$ cat src/common/ars_pkg.sv
// Shared constants and types for the automatic range selector
package ars_pkg;

   // Clock and settling delay
   localparam int unsigned CLK_HZ = 20_000_000;
   localparam int unsigned MS_PER_S = 1_000;
   localparam int unsigned SETTLE_MS = 100;
   // Divide first so the product stays well inside 32 bits
   localparam int unsigned SETTLE_CYC = (CLK_HZ / MS_PER_S) * SETTLE_MS;
   localparam int unsigned CNT_W = 21;

   // Decade limits of the stored count
   localparam logic [3:0] DIGIT_ZERO = 4'h0;
   localparam logic [3:0] UP_HUND = 4'h4;

   // APB register byte addresses
   localparam int unsigned ADDR_W = 12;
   localparam logic [ADDR_W-1:0] REG_CTRL = 12'h000;
   localparam logic [ADDR_W-1:0] REG_STATUS = 12'h004;
   localparam logic [ADDR_W-1:0] REG_IRQ_STS = 12'h008;
   localparam logic [ADDR_W-1:0] REG_IRQ_MSK = 12'h00C;
   localparam logic [31:0] DATA_ZERO = 32'h0000_0000;

   // Control register fields and reset values
   localparam int unsigned CTRL_AC_BIT = 0;
   localparam logic CTRL_AC_RST = 1'b0;

   // Stored count from the counter memory, BCD
   typedef struct packed {
      logic thou;
      logic [3:0] hund;
      logic [3:0] tens;
      logic [3:0] units;
   } ars_count_s;

   // Range state: bit 0 is the low state bit, bit 1 the high state bit
   typedef enum logic [1:0] {
      RNG_10,
      RNG_100,
      RNG_1000,
      RNG_OVL
   } ars_range_e;

   typedef struct packed {
      logic relay_a;
      logic relay_b;
      logic relay_c;
      logic overload;
   } ars_drive_s;

   typedef struct packed {
      logic ovl;
      logic down;
      logic up;
   } ars_irq_s;

   localparam ars_irq_s IRQ_RST = 3'h0;

   typedef struct packed {
      logic [25:0] rsvd;
      logic settling;
      logic xfer;
      logic up_flag;
      logic lo_flag;
      ars_range_e range;
   } ars_status_s;

   typedef struct packed {
      logic [ADDR_W-1:0] paddr;
      logic psel;
      logic penable;
      logic pwrite;
      logic [31:0] pwdata;
   } ars_apb_req_s;

   typedef struct packed {
      logic [31:0] prdata;
      logic pready;
      logic pslverr;
   } ars_apb_rsp_s;

   typedef struct packed {
      ars_range_e rng;
      logic xfer_prev;
      logic ac_mode;
      ars_irq_s irq_sts;
      ars_irq_s irq_msk;
      logic [CNT_W-1:0] settle_cnt;
      logic rd_valid;
      logic [31:0] prdata;
   } ars_state_s;

endpackage : ars_pkg

$ cat src/rtl/ars_limits.sv
// Threshold flags decoded from the stored BCD count
`timescale 1ns/1ns
module ars_limits
   import ars_pkg::*;
(
   input wire ars_count_s count_i,
   output logic lo_flag_o,
   output logic up_flag_o
);

   logic hund_zero;
   logic below_rest;

   // Flags are pure gating so they settle long before the transfer edge
   always_comb begin
      hund_zero = (count_i.hund == DIGIT_ZERO);
      below_rest = (count_i.tens != DIGIT_ZERO) || (count_i.units != DIGIT_ZERO);
      lo_flag_o = count_i.thou || !hund_zero;
      up_flag_o = count_i.thou && ((count_i.hund > UP_HUND) ||
                  ((count_i.hund == UP_HUND) && below_rest));
   end

endmodule : ars_limits

$ cat src/rtl/ars_top.sv
// Automatic range selector with APB registers and settling delay
//
// How it works
// - The lower flag is low for a stored count under 100 and high otherwise.
// - The upper flag is high only when the stored count exceeds 1400.
// - State bits, low then high: 00 range 10, 10 range 100, 01 range 1000, 11 overload.
// - The range state changes only on the rising edge of the transfer pulse.
// - With the upper flag high and no overload, the range steps up by one.
// - Lower flag low: 100 to 10, 1000 and overload to 100; overload between limits to 1000.
// - The range holds between limits at 100 or 1000, below 100 at 10, above 1400 in overload.
// - Next-state inputs of both state bits are combinational and equal the target bits.
// - The range state decodes to one relay drive, or to the overload lamp instead.
// - Every range step starts a delay of about 100 ms, flagged on SETTLE_O; transfer edges during it still act.
// - In AC mode ranges 10, 100, 1000 drive relays A, B, C; in DC mode relays C, B, A.
`timescale 1ns/1ns
module ars_top
   import ars_pkg::*;
#(
   parameter int unsigned SETTLE_CYCLES = SETTLE_CYC
) (
   input wire logic REF_CLK_I,
   input wire logic RST_N_I,
   input wire logic CE_I,
   input wire ars_count_s COUNT_I,
   input wire logic TRANSFER_I,
   input wire ars_apb_req_s APB_I,
   output ars_apb_rsp_s APB_O,
   output logic LO_FLAG_O,
   output logic UP_FLAG_O,
   output logic RANGE_STATE_LOW_BIT_O,
   output logic RANGE_STATE_HIGH_BIT_O,
   output ars_drive_s DRIVE_O,
   output logic SETTLE_O,
   output logic IRQ_O
);

   localparam logic [CNT_W-1:0] SETTLE_LOAD = CNT_W'(SETTLE_CYCLES);
   localparam logic [CNT_W-1:0] CNT_ZERO = '0;
   localparam logic [CNT_W-1:0] CNT_ONE = CNT_W'(1);

   ars_state_s st_r;
   ars_state_s st_nxt;
   logic lo_flag;
   logic up_flag;
   logic xfer_edge;
   ars_range_e rng_target;
   logic d_low;
   logic d_high;
   logic step_up;
   logic step_down;
   logic apb_access;
   logic apb_hit;
   logic apb_wr;
   ars_status_s status;
   logic [31:0] rd_mux;
   ars_irq_s wr_irq;

   ars_limits u_limits (
      .count_i(COUNT_I),
      .lo_flag_o(lo_flag),
      .up_flag_o(up_flag)
   );

   // Sequencer pulse is synchronous; only its rising edge acts
   assign xfer_edge = CE_I && TRANSFER_I && !st_r.xfer_prev;

   // Target range; the impossible pair upper high with lower low is taken as a step up outside overload
   always_comb begin
      rng_target = st_r.rng;
      if (up_flag && (st_r.rng != RNG_OVL)) begin
         rng_target = ars_range_e'(st_r.rng + 2'h1);
      end else if (!lo_flag) begin
         unique case (st_r.rng)
            RNG_10: rng_target = RNG_10;
            RNG_100: rng_target = RNG_10;
            RNG_1000: rng_target = RNG_100;
            RNG_OVL: rng_target = RNG_100;
         endcase
      end else if ((st_r.rng == RNG_OVL) && !up_flag) begin
         rng_target = RNG_1000;
      end
   end

   // Gated inputs of the two state bits, equal to the bits to be taken
   assign d_low = rng_target[0];
   assign d_high = rng_target[1];

   assign step_up = xfer_edge && (rng_target > st_r.rng);
   assign step_down = xfer_edge && (rng_target < st_r.rng);

   // APB decode: the read word is captured in setup, so pready comes in the first access
   assign apb_hit = (APB_I.paddr == REG_CTRL) || (APB_I.paddr == REG_STATUS) ||
                    (APB_I.paddr == REG_IRQ_STS) || (APB_I.paddr == REG_IRQ_MSK);
   assign apb_access = APB_I.psel && APB_I.penable && st_r.rd_valid && CE_I;
   assign apb_wr = apb_access && APB_I.pwrite && apb_hit;
   assign wr_irq = ars_irq_s'(APB_I.pwdata[$bits(ars_irq_s)-1:0]);

   always_comb begin
      status = '0;
      status.range = st_r.rng;
      status.lo_flag = lo_flag;
      status.up_flag = up_flag;
      status.xfer = TRANSFER_I;
      status.settling = (st_r.settle_cnt != CNT_ZERO);
      rd_mux = DATA_ZERO;
      unique case (APB_I.paddr)
         REG_CTRL: rd_mux[CTRL_AC_BIT] = st_r.ac_mode;
         REG_STATUS: rd_mux = status;
         REG_IRQ_STS: rd_mux[$bits(ars_irq_s)-1:0] = st_r.irq_sts;
         REG_IRQ_MSK: rd_mux[$bits(ars_irq_s)-1:0] = st_r.irq_msk;
         default: rd_mux = DATA_ZERO;
      endcase
   end

   always_comb begin
      st_nxt = st_r;
      st_nxt.xfer_prev = TRANSFER_I;
      if (xfer_edge) begin
         st_nxt.rng = ars_range_e'({d_high, d_low});
      end
      // Each step reloads the hold-off so back-to-back steps both settle
      if (step_up || step_down) begin
         st_nxt.settle_cnt = SETTLE_LOAD;
      end else if (st_r.settle_cnt != CNT_ZERO) begin
         st_nxt.settle_cnt = st_r.settle_cnt - CNT_ONE;
      end
      if (apb_access) begin
         st_nxt.rd_valid = 1'b0;
      end else if (APB_I.psel) begin
         st_nxt.rd_valid = 1'b1;
         st_nxt.prdata = rd_mux;
      end
      if (apb_wr && (APB_I.paddr == REG_CTRL)) begin
         st_nxt.ac_mode = APB_I.pwdata[CTRL_AC_BIT];
      end
      if (apb_wr && (APB_I.paddr == REG_IRQ_MSK)) begin
         st_nxt.irq_msk = wr_irq;
      end
      if (apb_wr && (APB_I.paddr == REG_IRQ_STS)) begin
         st_nxt.irq_sts = st_r.irq_sts & ~wr_irq;
      end
      // Set after clear, so an event in the clearing cycle survives
      if (step_up) begin
         st_nxt.irq_sts.up = 1'b1;
      end
      if (step_down) begin
         st_nxt.irq_sts.down = 1'b1;
      end
      if (step_up && (rng_target == RNG_OVL)) begin
         st_nxt.irq_sts.ovl = 1'b1;
      end
   end

   always_ff @(posedge REF_CLK_I or negedge RST_N_I) begin
      if (!RST_N_I) begin
         st_r <= '{rng: RNG_10, xfer_prev: 1'b0, ac_mode: CTRL_AC_RST,
                   irq_sts: IRQ_RST, irq_msk: IRQ_RST, settle_cnt: CNT_ZERO,
                   rd_valid: 1'b0, prdata: DATA_ZERO};
      end else if (CE_I) begin
         st_r <= st_nxt;
      end
   end

   // Relay decode; the overload lamp replaces any relay
   always_comb begin
      DRIVE_O = '0;
      unique case (st_r.rng)
         RNG_10: begin
            DRIVE_O.relay_a = st_r.ac_mode;
            DRIVE_O.relay_c = !st_r.ac_mode;
         end
         RNG_100: DRIVE_O.relay_b = 1'b1;
         RNG_1000: begin
            DRIVE_O.relay_c = st_r.ac_mode;
            DRIVE_O.relay_a = !st_r.ac_mode;
         end
         RNG_OVL: DRIVE_O.overload = 1'b1;
      endcase
   end

   assign APB_O.prdata = st_r.prdata;
   assign APB_O.pready = apb_access;
   assign APB_O.pslverr = apb_access && !apb_hit;
   assign LO_FLAG_O = lo_flag;
   assign UP_FLAG_O = up_flag;
   assign RANGE_STATE_LOW_BIT_O = st_r.rng[0];
   assign RANGE_STATE_HIGH_BIT_O = st_r.rng[1];
   assign SETTLE_O = (st_r.settle_cnt != CNT_ZERO);
   assign IRQ_O = |(st_r.irq_sts & st_r.irq_msk);
endmodule : ars_top

$ cat config.mk
export PLATFORM = sky130hd
export DESIGN_NAME = ars_top
export DESIGN_NICKNAME = d
export VERILOG_FILES = /design/src/common/ars_pkg.sv /design/src/rtl/ars_limits.sv /design/src/rtl/ars_top.sv
export SDC_FILE = /design/constraint.sdc
export NUM_CORES = 1
export LEC_CHECK = 0
export BUFFER_PORTS_ARGS = -buffer_cell sky130_fd_sc_hd__buf_2
export CAP_MARGIN = 20
export CELL_PAD_IN_SITES_DETAIL_PLACEMENT = 1
export CELL_PAD_IN_SITES_GLOBAL_PLACEMENT = 2
export CORE_MARGIN = 1
export CORE_UTILIZATION = 29
export CTS_CLUSTER_SIZE = 8
export DETAILED_ROUTE_END_ITERATION = 12
export GPL_TIMING_DRIVEN = 0
export PLACE_DENSITY_LB_ADDON = 0.1
export SLEW_MARGIN = 10
export SYNTH_ARGS = -nofsm -noshare
export SYNTH_HDL_FRONTEND = slang
export SYNTH_HIERARCHICAL = 1
export SYNTH_SLANG_ARGS = --single-unit
$ cat constraint.sdc
create_clock -name REF_CLK_I -period 5.51 [get_ports REF_CLK_I]
set_input_delay 1.102 -clock REF_CLK_I [delete_from_list [all_inputs] [get_ports REF_CLK_I]]
set_output_delay 1.102 -clock REF_CLK_I [all_outputs]
set_load 0.02 [all_outputs]
======== Yosys cells after proc, flatten, opt, wreduce, memory -nomap -nowiden ========
Index checks and enable logic that the tools add are counted.
cells by class
  add/sub/neg operators ................... 2
  $lt $le $gt $ge ......................... 3
  eq/ne operators ......................... 9
  multiplexer cells ....................... 19
  bitwise gates (word level) .............. 4
  reductions and logical operators ........ 53
operator list
  operator                 count
  $mux W21                 2
  $mux W33                 1
  $eq A12 B4 Y1 const B    2
  $reduce_bool A21 Y1      1
  $sub A21 B1 Y21 const B  1
  $logic_and A1 B1 Y1      18
  $reduce_and A2 Y1        8
  $eq A12 B3 Y1 const B    1
  $logic_not A12 Y1        1
  $reduce_bool A2 Y1       5
  $reduce_bool A4 Y1       2
  $logic_or A1 B1 Y1       7
  $and A3 B3 Y3            2
  $eq A2 B2 Y1 const B     3
  $mux W1                  6
  $mux W2                  3
  $mux W3                  2
  $pmux W2 S3              1
  $logic_not A1 Y1         5
  $eq A4 B3 Y1 const B     1
  $gt A4 B3 Y1 const B     1
  $logic_not A4 Y1         1
  $pmux W1 S2              2
  $pmux W1 S4              1
  12 further kinds         13
word-level totals
  flip-flop bits (word level) ............. 64
  bits of input ports ..................... 64

======== Logic depth before layout (Yosys ltp) ========
Gate-level depths: netlist of the first run.
  word-level depth ........................ 15
  gate-level depth with buffers ........... 12
  gate-level depth less buffers ........... 12

======== Modules after synthesis ========
The synthesis of the first run kept the hierarchy.
by module, submodules not included
  module      times used  cells each  area each (um^2)  seq. area each (um^2)
  ars_top     1           260         2414.8            950.9
  ars_limits  1           8           47.5              0.0

======== Worst setup path before layout of the first run ========
No wires, ideal clock.
  path kind ............................... input-to-reg
  start point ............................. input port COUNT_I[9] (netlist name)
  end point ............................... register st_r[33] (netlist name)
  arrival time ............................ 3495 ps
  data required time ...................... 5378 ps
  setup slack ............................. 1883 ps
  cell stages on the path ................. 12
  buffers on the path ..................... 1
  cell sequence ........................... nor4_2 a31oi_1 inv_1 maj3_1 a22oi_1 inv_1 ha_1 nand2_1 nor2_1 nor2_1 clkbuf_1 nor2_1
between the ends
  word-level cells in the longest chain between the ends .. 14
  elaborated cells between the ends (all ways) .. 22
  those cells by class .................... 3 x order compare; 1 x eq/ne; 4 x mux; 14 x reduce/logical
ends and longest elaborated chain
  what                                                                  RTL line                      source
  start, declared                                                       ars_top.sv:24                 input wire ars_count_s COUNT_I,
  parallel branches: the longest is 2 deep, another holds $gt A4 B3 Y1  -
  $logic_or A1 B1 Y1 *                                                  ars_limits.sv:19              up_flag_o = count_i.thou && ((count_i.hund > UP_HUND) ||
  $logic_and A1 B1 Y1 *                                                 ars_limits.sv:19
  named net UP_FLAG_O                                                   ars_top.sv:29                 output logic UP_FLAG_O,
  $logic_not A1 Y1                                                      ars_top.sv:79                 end else if ((st_r.rng == RNG_OVL) && !up_flag) begin
  $logic_and A1 B1 Y1                                                   ars_top.sv:79
  $mux W2                                                               ars_top.sv:79
  $mux W2                                                               ars_top.sv:72                 end else if (!lo_flag) begin
  $mux W2 *                                                             ars_top.sv:70                 if (up_flag && (st_r.rng != RNG_OVL)) begin
  named net rng_target[1]                                               ars_top.sv:46                 ars_range_e rng_target;
  $gt A2 B2 Y1 or $lt A2 B2 Y1 (tied branches)                          ars_top.sv:88, ars_top.sv:89
  $logic_and A1 B1 Y1, on equally long branches                         ars_top.sv:88, ars_top.sv:89
  $logic_or A1 B1 Y1 *                                                  ars_top.sv:122                if (step_up || step_down) begin
  $reduce_bool A2 Y1 (no line)                                          -
  $reduce_and A2 Y1 (no line)                                           -
  end signal, assigned                                                  ars_top.sv:156                st_r <= '{rng: RNG_10, xfer_prev: 1'b0, ac_mode: CTRL_AC_RST,
  end signal, assigned                                                  ars_top.sv:160                st_r <= st_nxt;
  end, declared                                                         ars_top.sv:41                 ars_state_s st_r;
Mark *: on every way through the listed nets, which the timed path passes.
A chain may end at the register's enable or synchronous reset.

======== Worst setup path after layout of the first run ========
  start point ............................. input port COUNT_I[11] (netlist name)
  end point ............................... register st_r[45] (netlist name)
between the ends
  word-level cells in the longest chain between the ends .. 14
  elaborated cells between the ends (all ways) .. 22
  those cells by class .................... 3 x order compare; 1 x eq/ne; 4 x mux; 14 x reduce/logical
ends and longest elaborated chain
  what                                                                  RTL line
  parallel branches: the longest is 8 deep, another holds $gt A4 B3 Y1  -
  $mux W2 *                                                             ars_top.sv:70
  named net rng_target[1]                                               ars_top.sv:46
  $gt A2 B2 Y1 or $lt A2 B2 Y1 (tied branches)                          ars_top.sv:88, ars_top.sv:89
  $logic_and A1 B1 Y1, on equally long branches                         ars_top.sv:88, ars_top.sv:89
  $logic_or A1 B1 Y1 *                                                  ars_top.sv:122
  $reduce_bool A2 Y1 (no line)                                          -
  $reduce_and A2 Y1 (no line)                                           -
Marked as above.

==> metrics.cfg, run 1 <==
[run_status]
status=finished, final reports clean

[global_route]
antenna_found_initial=0
track_usage_pct=14.26
grt_max_degree=39
overflow=0
grt_pass1_vias=1995
grt_first_pass_wirelength_mm=9.798

[worst_setup_path]
crit_slowest_cell=nor2_1
critPathBufInv=4
cpPeakStageDelay_ps=500
reg2reg_from=RANGE_STATE_LOW_BIT_O
critPathTopFamily=buffers and inverters
path_cells=buf_2 > o21ai_0 > a31oi_1 > inv_1 > maj3_1 > a22oi_1 > inv_1 > ha_1 > nand2_1 > nor2_1 > nor2_1 > clkbuf_1 > nor2_1
worstSetupStartpointType=primary input
cp_data_arrival_time_ps=4160
cp_common_cell=nor2_1
cp_max_fo=10
crit_type=in -> reg
reg2regPathDepth=10
r2r_slack_ps=2260
endpoint_kind=flop
r2r-end=st_r[45]
cp.required_ps=5660

[place]
hpwl_mm=4.613
gp_congestion=0.7931
place.port_buffers=52
dpl.cell_count=450

[floorplan]
die_w_um=94.15
rows=33
core-area_um2=8217
initial_utilization_pct=29.97
io_pins=108
dieArea_um2=8863
die_y_um=94.15

[timing]
fin_crit_sh_pct=72.63
setup-tns-final_ps=0
fmax_mhz=249.9
fin_skew_ps=8.976
hold_violations=0
whs_ps=485.4
relSlewSlack_pct=39.87
tightest_slew_ps=902.0
report.final.slew_viol_count=0
setup_viol=0
rsz0062_at_grt=no
period_needed_ps=4002

[pwr]
power_density_nw_per_um2=317.3
leakagePower_nw=1.405
ir_worst_vdd_mv=0.1553

[clocking]
cts_hold_buf=0
clockBufferDepth=2
tritoncts=done
post_cts_buffers=0
clockRootBuffer=clkbuf_8
cts.clk_slew.worst_paths_ps=70
postCtsResizedCells=0
cts_sinks=38
h-tree-depth=2
cts_buffers=5
clkLatencyLatePin_ps=290

[synth]
ys_seq_area_share_pct=38.62
yosysUniqueCellTypes=45
ys_ff_latch=38
synthFlopType=dfrtp_1
async_flop_share_pct=100.0
syn_area_um2=2462
syn_area_per_cell_um2=9.188
syn_inst=268
synth_warnings=6
synth_edf_count=0

[final_layout]
fillCellCount=1010
utilization_pct=36.99
seqCellArea_um2=950.9
n_antenna_cell=0
drive_gt1_share_pct=31.16
multiInputGateArea_um2=1284
syn2layout_area_growth_pct=23.42
final_cells=458
nets=423

[flow_run]
cap_violations=0

[hold_path]
hold_class=reg -> reg
min_from=APB_O[3]
hold_end=APB_O[3]
min_path_cells=2

[drt]
wirelength_mm=6.073
vias=2128
avgRoutedWirePerCell_um=13.26
viasPerCell=4.646
antenna_left=0
drtPass1Iterations=4
drc_errors=0
drtIter0Drc=46

==> cell families (layout without fill, tap and decap cells) <==
family / count (synthesis) / after routing / synth area share (%)
xor gates and xnor gates: 17 / 17 / 6.047
other: 1 / 26 / 0.1523
adders and majority gates: 8 / 8 / 3.963
AOI/OAI and AO/OA: 42 / 42 / 11.99
muxes: 8 / 8 / 4.116
DFF: 38 / 38 / 38.62
buffers and inverters: 51 / 111 / 13.06
and+or+nand+nor: 103 / 103 / 22.05
==> routing by layer <==
layer	track usage [%]	part of all wire (%)
met5	0	0
met4	4.231	1.2
met3	3.074	5.4
met2	22.95	46
met1	19.02	47
==> flip-flops by register name, indices dropped and copies added (netlist names) <==
register	flops
APB_O	6
RANGE_STATE_LOW_BIT_O	1
st_r	30
RANGE_STATE_HIGH_BIT_O	1
==> synthesized netlist by cell type (3+ instances only) <==
cell	number	area share, %
a2111oi_0	3	1.1
a211oi_1	3	0.91
a21oi_1	10	2.0
a22oi_1	3	0.91
buf_4	34	10
clkbuf_1	5	0.76
dfrtp_1	38	39
ha_1	7	3.6
inv_1	10	1.5
mux2_2	7	3.2
nand2_1	25	3.8
nand3_1	8	1.6
nand3b_1	3	0.91
nand4_1	4	1.0
nor2_1	24	3.7
nor2b_1	3	0.76
nor3_1	9	1.8
nor4_1	6	1.5
o21ai_0	10	2.0
or3_1	5	1.3
or4_1	3	0.91
xnor2_1	17	6.0
==> how the worst max path moves through the flow <==
stage	start	end	slack, ps	cells past startpoint
floorplan	COUNT_I[9]	st_r[33]	1880	12
global placement	COUNT_I[11]	st_r[37]	1190	13
detailed placement	COUNT_I[11]	st_r[45]	1110	13
CTS	COUNT_I[11]	st_r[45]	1430	13
global route	COUNT_I[11]	st_r[37]	1200	13
finish	COUNT_I[11]	st_r[45]	1510	13
==> stage by stage <==
step	area (um^2)	power (mW)	setup slack, ps
2_1_floorplan	2556	0.6604	1883
3_3_place_gp	2948	0.7628	1193
3_5_place_dp	2948	0.7708	1107
4_1_cts	3039	0.9799	1432
5_1_grt	3039	1.039	1196
6_report	3039	0.9642	1508
==> layout make-up <==
cell class	count	area share, %
Multi-Input combinational cell	204	42.24
Sequential cell	38	31.29
Buffer	41	9.345
Clock inverter	1	0.1647
Timing Repair Buffer	52	8.563
Inverter	10	1.235
Clock buffer	7	2.841
Tap cell	105	4.323
==> report_power, final <==
part	total [mW]	leakage (nW)	switching, mW	internal, mW
clock	0.202	0.0482	0.101	0.101
sequential	0.401	0.467	0.0665	0.334
combinational	0.362	0.890	0.206	0.156
==> worst reg2reg max path: cells and delay by family, from the launching register on <==
| family | cells | cell delay (ps) |
|---|---|---|
| simple gates | 4 | 800 |
| buf+inv | 2 | 570 |
| compound gates | 1 | 250 |
| flops | 1 | 500 |
| fa+ha+maj | 3 | 1000 |
==> cell usage in the layout, fill, tap and decap left out, types with 4 or more instances in the layout <==
| cell type | instances |
|---|---|
| xnor2_1 | 17 |
| nor4_1 | 6 |
| nand3_1 | 8 |
| dfrtp_1 | 38 |
| buf_2 | 54 |
| a21oi_1 | 10 |
| buf_4 | 34 |
| clkbuf_8 | 6 |
| nand4_1 | 4 |
| nand2_1 | 25 |
| ha_1 | 7 |
| inv_1 | 10 |
| nor2_1 | 24 |
| mux2_2 | 7 |
| conb_1 | 26 |
| or3_1 | 5 |
| nor3_1 | 9 |
| o21ai_0 | 10 |
| clkbuf_1 | 6 |
No activity file was read; power rests on OpenSTA's default activity.
==> inputs of run 2 (changes only) <==
--- a/config.mk
+++ b/config.mk
@@ -10,7 +10,7 @@
 export CELL_PAD_IN_SITES_DETAIL_PLACEMENT = 1
 export CELL_PAD_IN_SITES_GLOBAL_PLACEMENT = 2
 export CORE_MARGIN = 1
-export CORE_UTILIZATION = 29
+export CORE_UTILIZATION = 27
 export CTS_CLUSTER_SIZE = 8
 export DETAILED_ROUTE_END_ITERATION = 12
 export GPL_TIMING_DRIVEN = 0
==> constraint.sdc (replaced) <==
create_clock -name REF_CLK_I -period 3.7 [get_ports REF_CLK_I]
set_input_delay 0.74 -clock REF_CLK_I [delete_from_list [all_inputs] [get_ports REF_CLK_I]]
set_output_delay 0.74 -clock REF_CLK_I [all_outputs]
set_load 0.02 [all_outputs]
==> run 2 against run 1 <==
Cell area increased by 0.25%; register-to-register slack got worse by 1400 ps; die area increased by 7.2%; count of clock-buffer cells in the layout unchanged; sequential power increased by 49%; hold slack got worse by 1.2 ps; routed wire length increased by 0.53%; final cell count increased by 0.66%.
==> metrics.cfg, run 2 (synthesis results as in run 1) <==
[place]
pre_cts_ws_ps=-309.0
hpwl_mm=4.676
dpl.cell_count=453
place.port_buffers=52
place_area_um2=2952
gp_congestion=0.7790

[worst_setup_path]
worstSetupStartpointType=primary input
crit_slowest_cell=a31oi_1
cp_max_fo=10
cp_data_arrival_time_ps=3460
critPathTopFamily=compound AO/OA/AOI/OAI gates
endpoint_kind=flop
critPathBufInv=4
cp.required_ps=3870
crit_type=in -> reg
cpPeakStageDelay_ps=460
path_cells=buf_2 > o21ai_0 > a31oi_1 > inv_1 > maj3_1 > a22oi_1 > inv_1 > ha_1 > nand2_1 > nor2_1 > nor2_2 > clkbuf_2 > nor2_1

[final_layout]
syn2layout_area_growth_pct=23.73
largest_register_ffs=30
n_antenna_cell=0
multiInputGateArea_um2=1286
nets=423
drive_gt1_share_pct=31.73
final_cell_mix=54 x buf_2, 38 x dfrtp_1, 34 x buf_4
final_common_cell=buf_2
fillCellCount=1085
seqCellArea_um2=950.9
post-route-cell-area_um2=3047
final_cells=461
largest-register=st_r

[timing]
fin_crit_sh_pct=88.82
hold_violations=0
fmax_mhz=304.3
fin_skew_ps=7.939
worst_slack_ps=413.6
relSlewSlack_pct=38.83
tightest_slew_ps=917.6
report.final.slew_viol_count=0
whs_ps=484.2
period_needed_ps=3286
setup_viol=0
rsz0062_at_grt=no

[clocking]
tritoncts=done
h-tree-depth=2
cts_buffers=5
clkLatencyLatePin_ps=290
cts_sinks=38
cts.clk_slew.worst_paths_ps=70
clockRootBuffer=clkbuf_8
clockBufferDepth=2

[global_route]
track_usage_pct=13.28
grt_pass1_vias=2154
overflow=0
antenna_found_initial=0
grt_max_degree=39
grt_first_pass_wirelength_mm=10.39

[drt]
vias=2131
viasPerCell=4.623
drtIter0Drc=25
avgRoutedWirePerCell_um=13.24
drc_errors=0
wirelength_mm=6.105
antenna_left=0
drtPass1Iterations=4

[run_status]
status=finished, final reports clean

[hold_path]
hold_class=reg -> reg

[pwr]
leakagePower_nw=1.408
power_density_nw_per_um2=472.0
ir_worst_vdd_mv=0.1867

[floorplan]
rows=34
core-area_um2=8763
die_w_um=97.50
initial_utilization_pct=28.10
io_pins=108
die_y_um=97.50
dieArea_um2=9505

[flow_run]
cap_violations=0

[run 2: worst min-delay path, cell delays in order (launching register included)]
cell and delay [ps]:
dfrtp_1 350, nand2_1 50, o21ai_0 60
[run 2: layer usage]
| metal | global-route usage [%] | part of all wire (%) | up-vias |
|---|---|---|---|
| met5 | 0 | 0 | - |
| met3 | 3.022 | 4.9 | 5 |
| met4 | 2.715 | 0.67 | 0 |
| li1 | - | - | 1054 |
| met1 | 17.45 | 47 | 1025 |
| met2 | 22.27 | 47 | 47 |
[run 2: metrics by stage]
stage	power (mW)	TNS, ps	util (%)
final	1.438	0	34.77
after global routing	1.550	0	34.77
after CTS	1.459	0	34.72
after detailed placement	1.148	-2964	33.68
after global placement	1.140	-2576	33.68
after floorplan	0.9835	0	-
[run 2: worst paths after layout]
kind	start	to	slack, ps	cells after the start
worst min-delay path	APB_O[2]	APB_O[2]	480	2
max in group asynchronous	RST_N_I	st_r[35]	2540	1
worst min register to register	APB_O[2]	APB_O[2]	480	2
worst max register to register	RANGE_STATE_LOW_BIT_O	st_r[36]	820	10
worst max-delay path	COUNT_I[11]	st_r[36]	410	13
min in group asynchronous	RST_N_I	RANGE_STATE_HIGH_BIT_O	580	1
[run 2: power breakdown]
group          switching, mW  internal (mW)
clock                  0.150          0.151
combinational          0.310          0.231
sequential            0.0998          0.497
total                  0.559          0.879
[run 2: timing repair]
item,in CTS,in global routing
buffers inserted,0,0
hold buffers,0,0
endpoints found under the setup margin,0,10
resized for setup,0,3
hold endpoints to repair,0,0
[run 2: final cells by class]
type,count,share of cell area (%)
multi-input cells,204,42.22
flip-flops and latches,38,31.21
plain buffers,41,9.363
repair buffers,52,8.542
well taps,108,4.435
clock buffers,7,2.834
inverters,10,1.232
clock inverters,1,0.1643
==> inputs of run 3 (changes only) <==
--- a/config.mk
+++ b/config.mk
@@ -15,8 +15,8 @@
 export DETAILED_ROUTE_END_ITERATION = 12
 export GPL_TIMING_DRIVEN = 0
 export PLACE_DENSITY_LB_ADDON = 0.1
+export RECOVER_POWER = 25
 export SLEW_MARGIN = 10
 export SYNTH_ARGS = -nofsm -noshare
 export SYNTH_HDL_FRONTEND = slang
-export SYNTH_HIERARCHICAL = 1
 export SYNTH_SLANG_ARGS = --single-unit
==> run 3 against run 2 <==
The flow now finishes with violations (capacitance limit, slew limit); highest routed layer unchanged; sequential power is 2% higher; via count is 6.8% higher; fmax is 3.6% lower; largest cell class unchanged; core utilization is 0.43 points lower.
==> metrics.cfg, run 3 <==
[drt]
viasPerCell=4.645
drc_errors=0
wirelength_mm=6.630
avgRoutedWirePerCell_um=13.53
drtIter0Drc=56
vias=2276
antenna_left=0
drtPass1Iterations=4

[hold_path]
min_from=APB_O[5]
hold_class=reg -> reg

[clocking]
cts_buffers=5
cts.clk_slew.worst_paths_ps=80
cts_hold_buf=0
h-tree-depth=2
clockRootBuffer=clkbuf_8
clkLatencyLatePin_ps=290
postCtsResizedCells=0
clockBufferDepth=2
tritoncts=done
cts_sinks=38

[floorplan]
core-area_um2=9240
die_y_um=99.80
dieArea_um2=9960
rows=35
die_w_um=99.80
io_pins=108
initial_utilization_pct=27.95

[global_route]
grt_first_pass_wirelength_mm=11.25
track_usage_pct=14.34
grt_pass1_vias=2233
grt_max_degree=39
overflow=0
antenna_found_initial=0

[final_layout]
final_cell_mix=52 x buf_2, 38 x dfrtp_1, 33 x buf_4
largest_register_ffs=30
nets=430
final_cells=490
largest-register=st_r
fillCellCount=1115
syn2layout_area_growth_pct=22.87
utilization_pct=34.34
n_antenna_cell=0
final_common_cell=buf_2
drive_gt1_share_pct=31.30
post-route-cell-area_um2=3173

[timing]
setup_viol=0
setup-tns-final_ps=0
hold_violations=0
fin_skew_ps=3.970
rsz0062_at_grt=no
fmax_mhz=293.4
period_needed_ps=3409
fin_crit_sh_pct=92.12
report.final.slew_viol_count=39
relSlewSlack_pct=-46.15
tightest_slew_ps=2192
worst_slack_ps=291.4
whs_ps=484.3

[place]
pre_cts_ws_ps=-259.3
place.port_buffers=50
gp_congestion=0.7630
hpwl_mm=4.957
place_area_um2=3088
dpl.cell_count=483

[synth]
yosysMostFrequentCell=dfrtp_1
ys_seq_area_share_pct=36.82
synth_top_area_share_pct=36.82
synth_compound_area_share_pct=19.67
synth_edf_count=0
yosys-top-cells-area=dfrtp_1 37%, buf_4 9.6%, o31ai_1 4.7%
syn_area_per_cell_um2=9.256
syn_inst=279
synth_commonest_cells=38 x dfrtp_1, 33 x buf_4, 18 x nand2_1
synthFlopType=dfrtp_1
synth.largest_area_cell=dfrtp_1
synthAdderAreaFrac_pct=3.295
muxShareOfSynthArea_pct=4.748
yosysUniqueCellTypes=56
ys_ff_latch=38
synth_top_family_by_area=simple AND/OR/NAND/NOR gates
async_flop_share_pct=100.0
synth_warnings=0
synth-xor-area-share_pct=0.6783
syn_area_um2=2582
synthSimpleGateAreaFrac_pct=20.93

[worst_setup_path]
cpPeakStageDelay_ps=580
cp_data_arrival_time_ps=3640
crit_slowest_cell=or4_1
cp-startpoint=COUNT_I[6]
reg2reg_from=RANGE_STATE_LOW_BIT_O
cp.required_ps=3930
cp_max_fo=10
path_cells=buf_2 > or4_1 > o31ai_4 > nor2_1 > a22oi_1 > inv_1 > ha_1 > a41oi_1 > o21a_1 > a22o_1
worstSetupStartpointType=primary input
endpoint_kind=flop
crit_type=in -> reg

[flow_run]
cap_violations=1

[pwr]
ir_worst_vdd_mv=0.1851
leakagePower_nw=1.413
power_density_nw_per_um2=511.8
total_power_mw=1.624

[run_status]
violations=capacitance limit, slew limit
status=complete, but fails checks

-- run 3: cell count changes in the layout (fill, tap and decap cells not counted), moves of 7 or more --
cell | before | now
xnor2_1 | 17 | 1
nor2_1 | 23 | 9
o31ai_1 | 2 | 16
or4_1 | 3 | 14
o21a_1 | 0 | 9
nand2_1 | 25 | 18
-- run 3: worst max-delay path, delay by kind of cell --
| kind | cells | cell delay, ps |
|---|---|---|
| compound gates | 5 | 1690 |
| fa+ha+maj | 1 | 340 |
| buf+inv | 2 | 170 |
| simple gates | 2 | 700 |
-- run 3: power by group --
group | internal, mW | total [mW] | switching, mW | leakage [nW]
logic | 0.307 | 0.711 | 0.404 | 0.897
registers | 0.511 | 0.609 | 0.0978 | 0.467
clock network | 0.151 | 0.304 | 0.154 | 0.0482
total | 0.969 | 1.62 | 0.655 | 1.41
-- run 3: timing repair --
action                                 in CTS  in global routing
setup buffers                               0                  0
setup endpoints to repair                   0                 13
endpoints found under the hold margin       0                  0
-- run 3: logic make-up after synthesis --
family / Yosys count
and+or+nand+nor: 92
DFF: 38
muxes: 10
buffers and inverters: 58
adders and majority gates: 7
xor gates and xnor gates: 2
AOI/OAI and AO/OA: 71
other: 1
-- run 3: cell type report --
class	count	area [um^2]	area share, %
multi-input cells	208	1371	43.22
flip-flops and latches	38	950.9	29.97
plain buffers	45	305.3	9.621
repair buffers	50	247.7	7.808
well taps	129	161.4	5.087
clock buffers	7	86.33	2.721
inverters	12	45.04	1.420
clock inverters	1	5.005	0.1577
-- run 3: worst paths after layout --
path	endpoint	slack, ps	cells past startpoint
max in group asynchronous	APB_O[2]	1360	1
worst max-delay path	st_r[57]	290	10
worst min register to register	APB_O[5]	480	2
worst min-delay path	APB_O[5]	480	2
min in group asynchronous	RANGE_STATE_LOW_BIT_O	1080	1
worst max register to register	st_r[57]	710	9
-- run 3: layer usage --
layer	track usage (%)	vias up	part of all wire, %
met5	0	-	0
met2	24.46	57	47
met4	3.733	0	1.1
met1	18.97	1073	48
li1	-	1140	-
met3	2.159	6	3.9
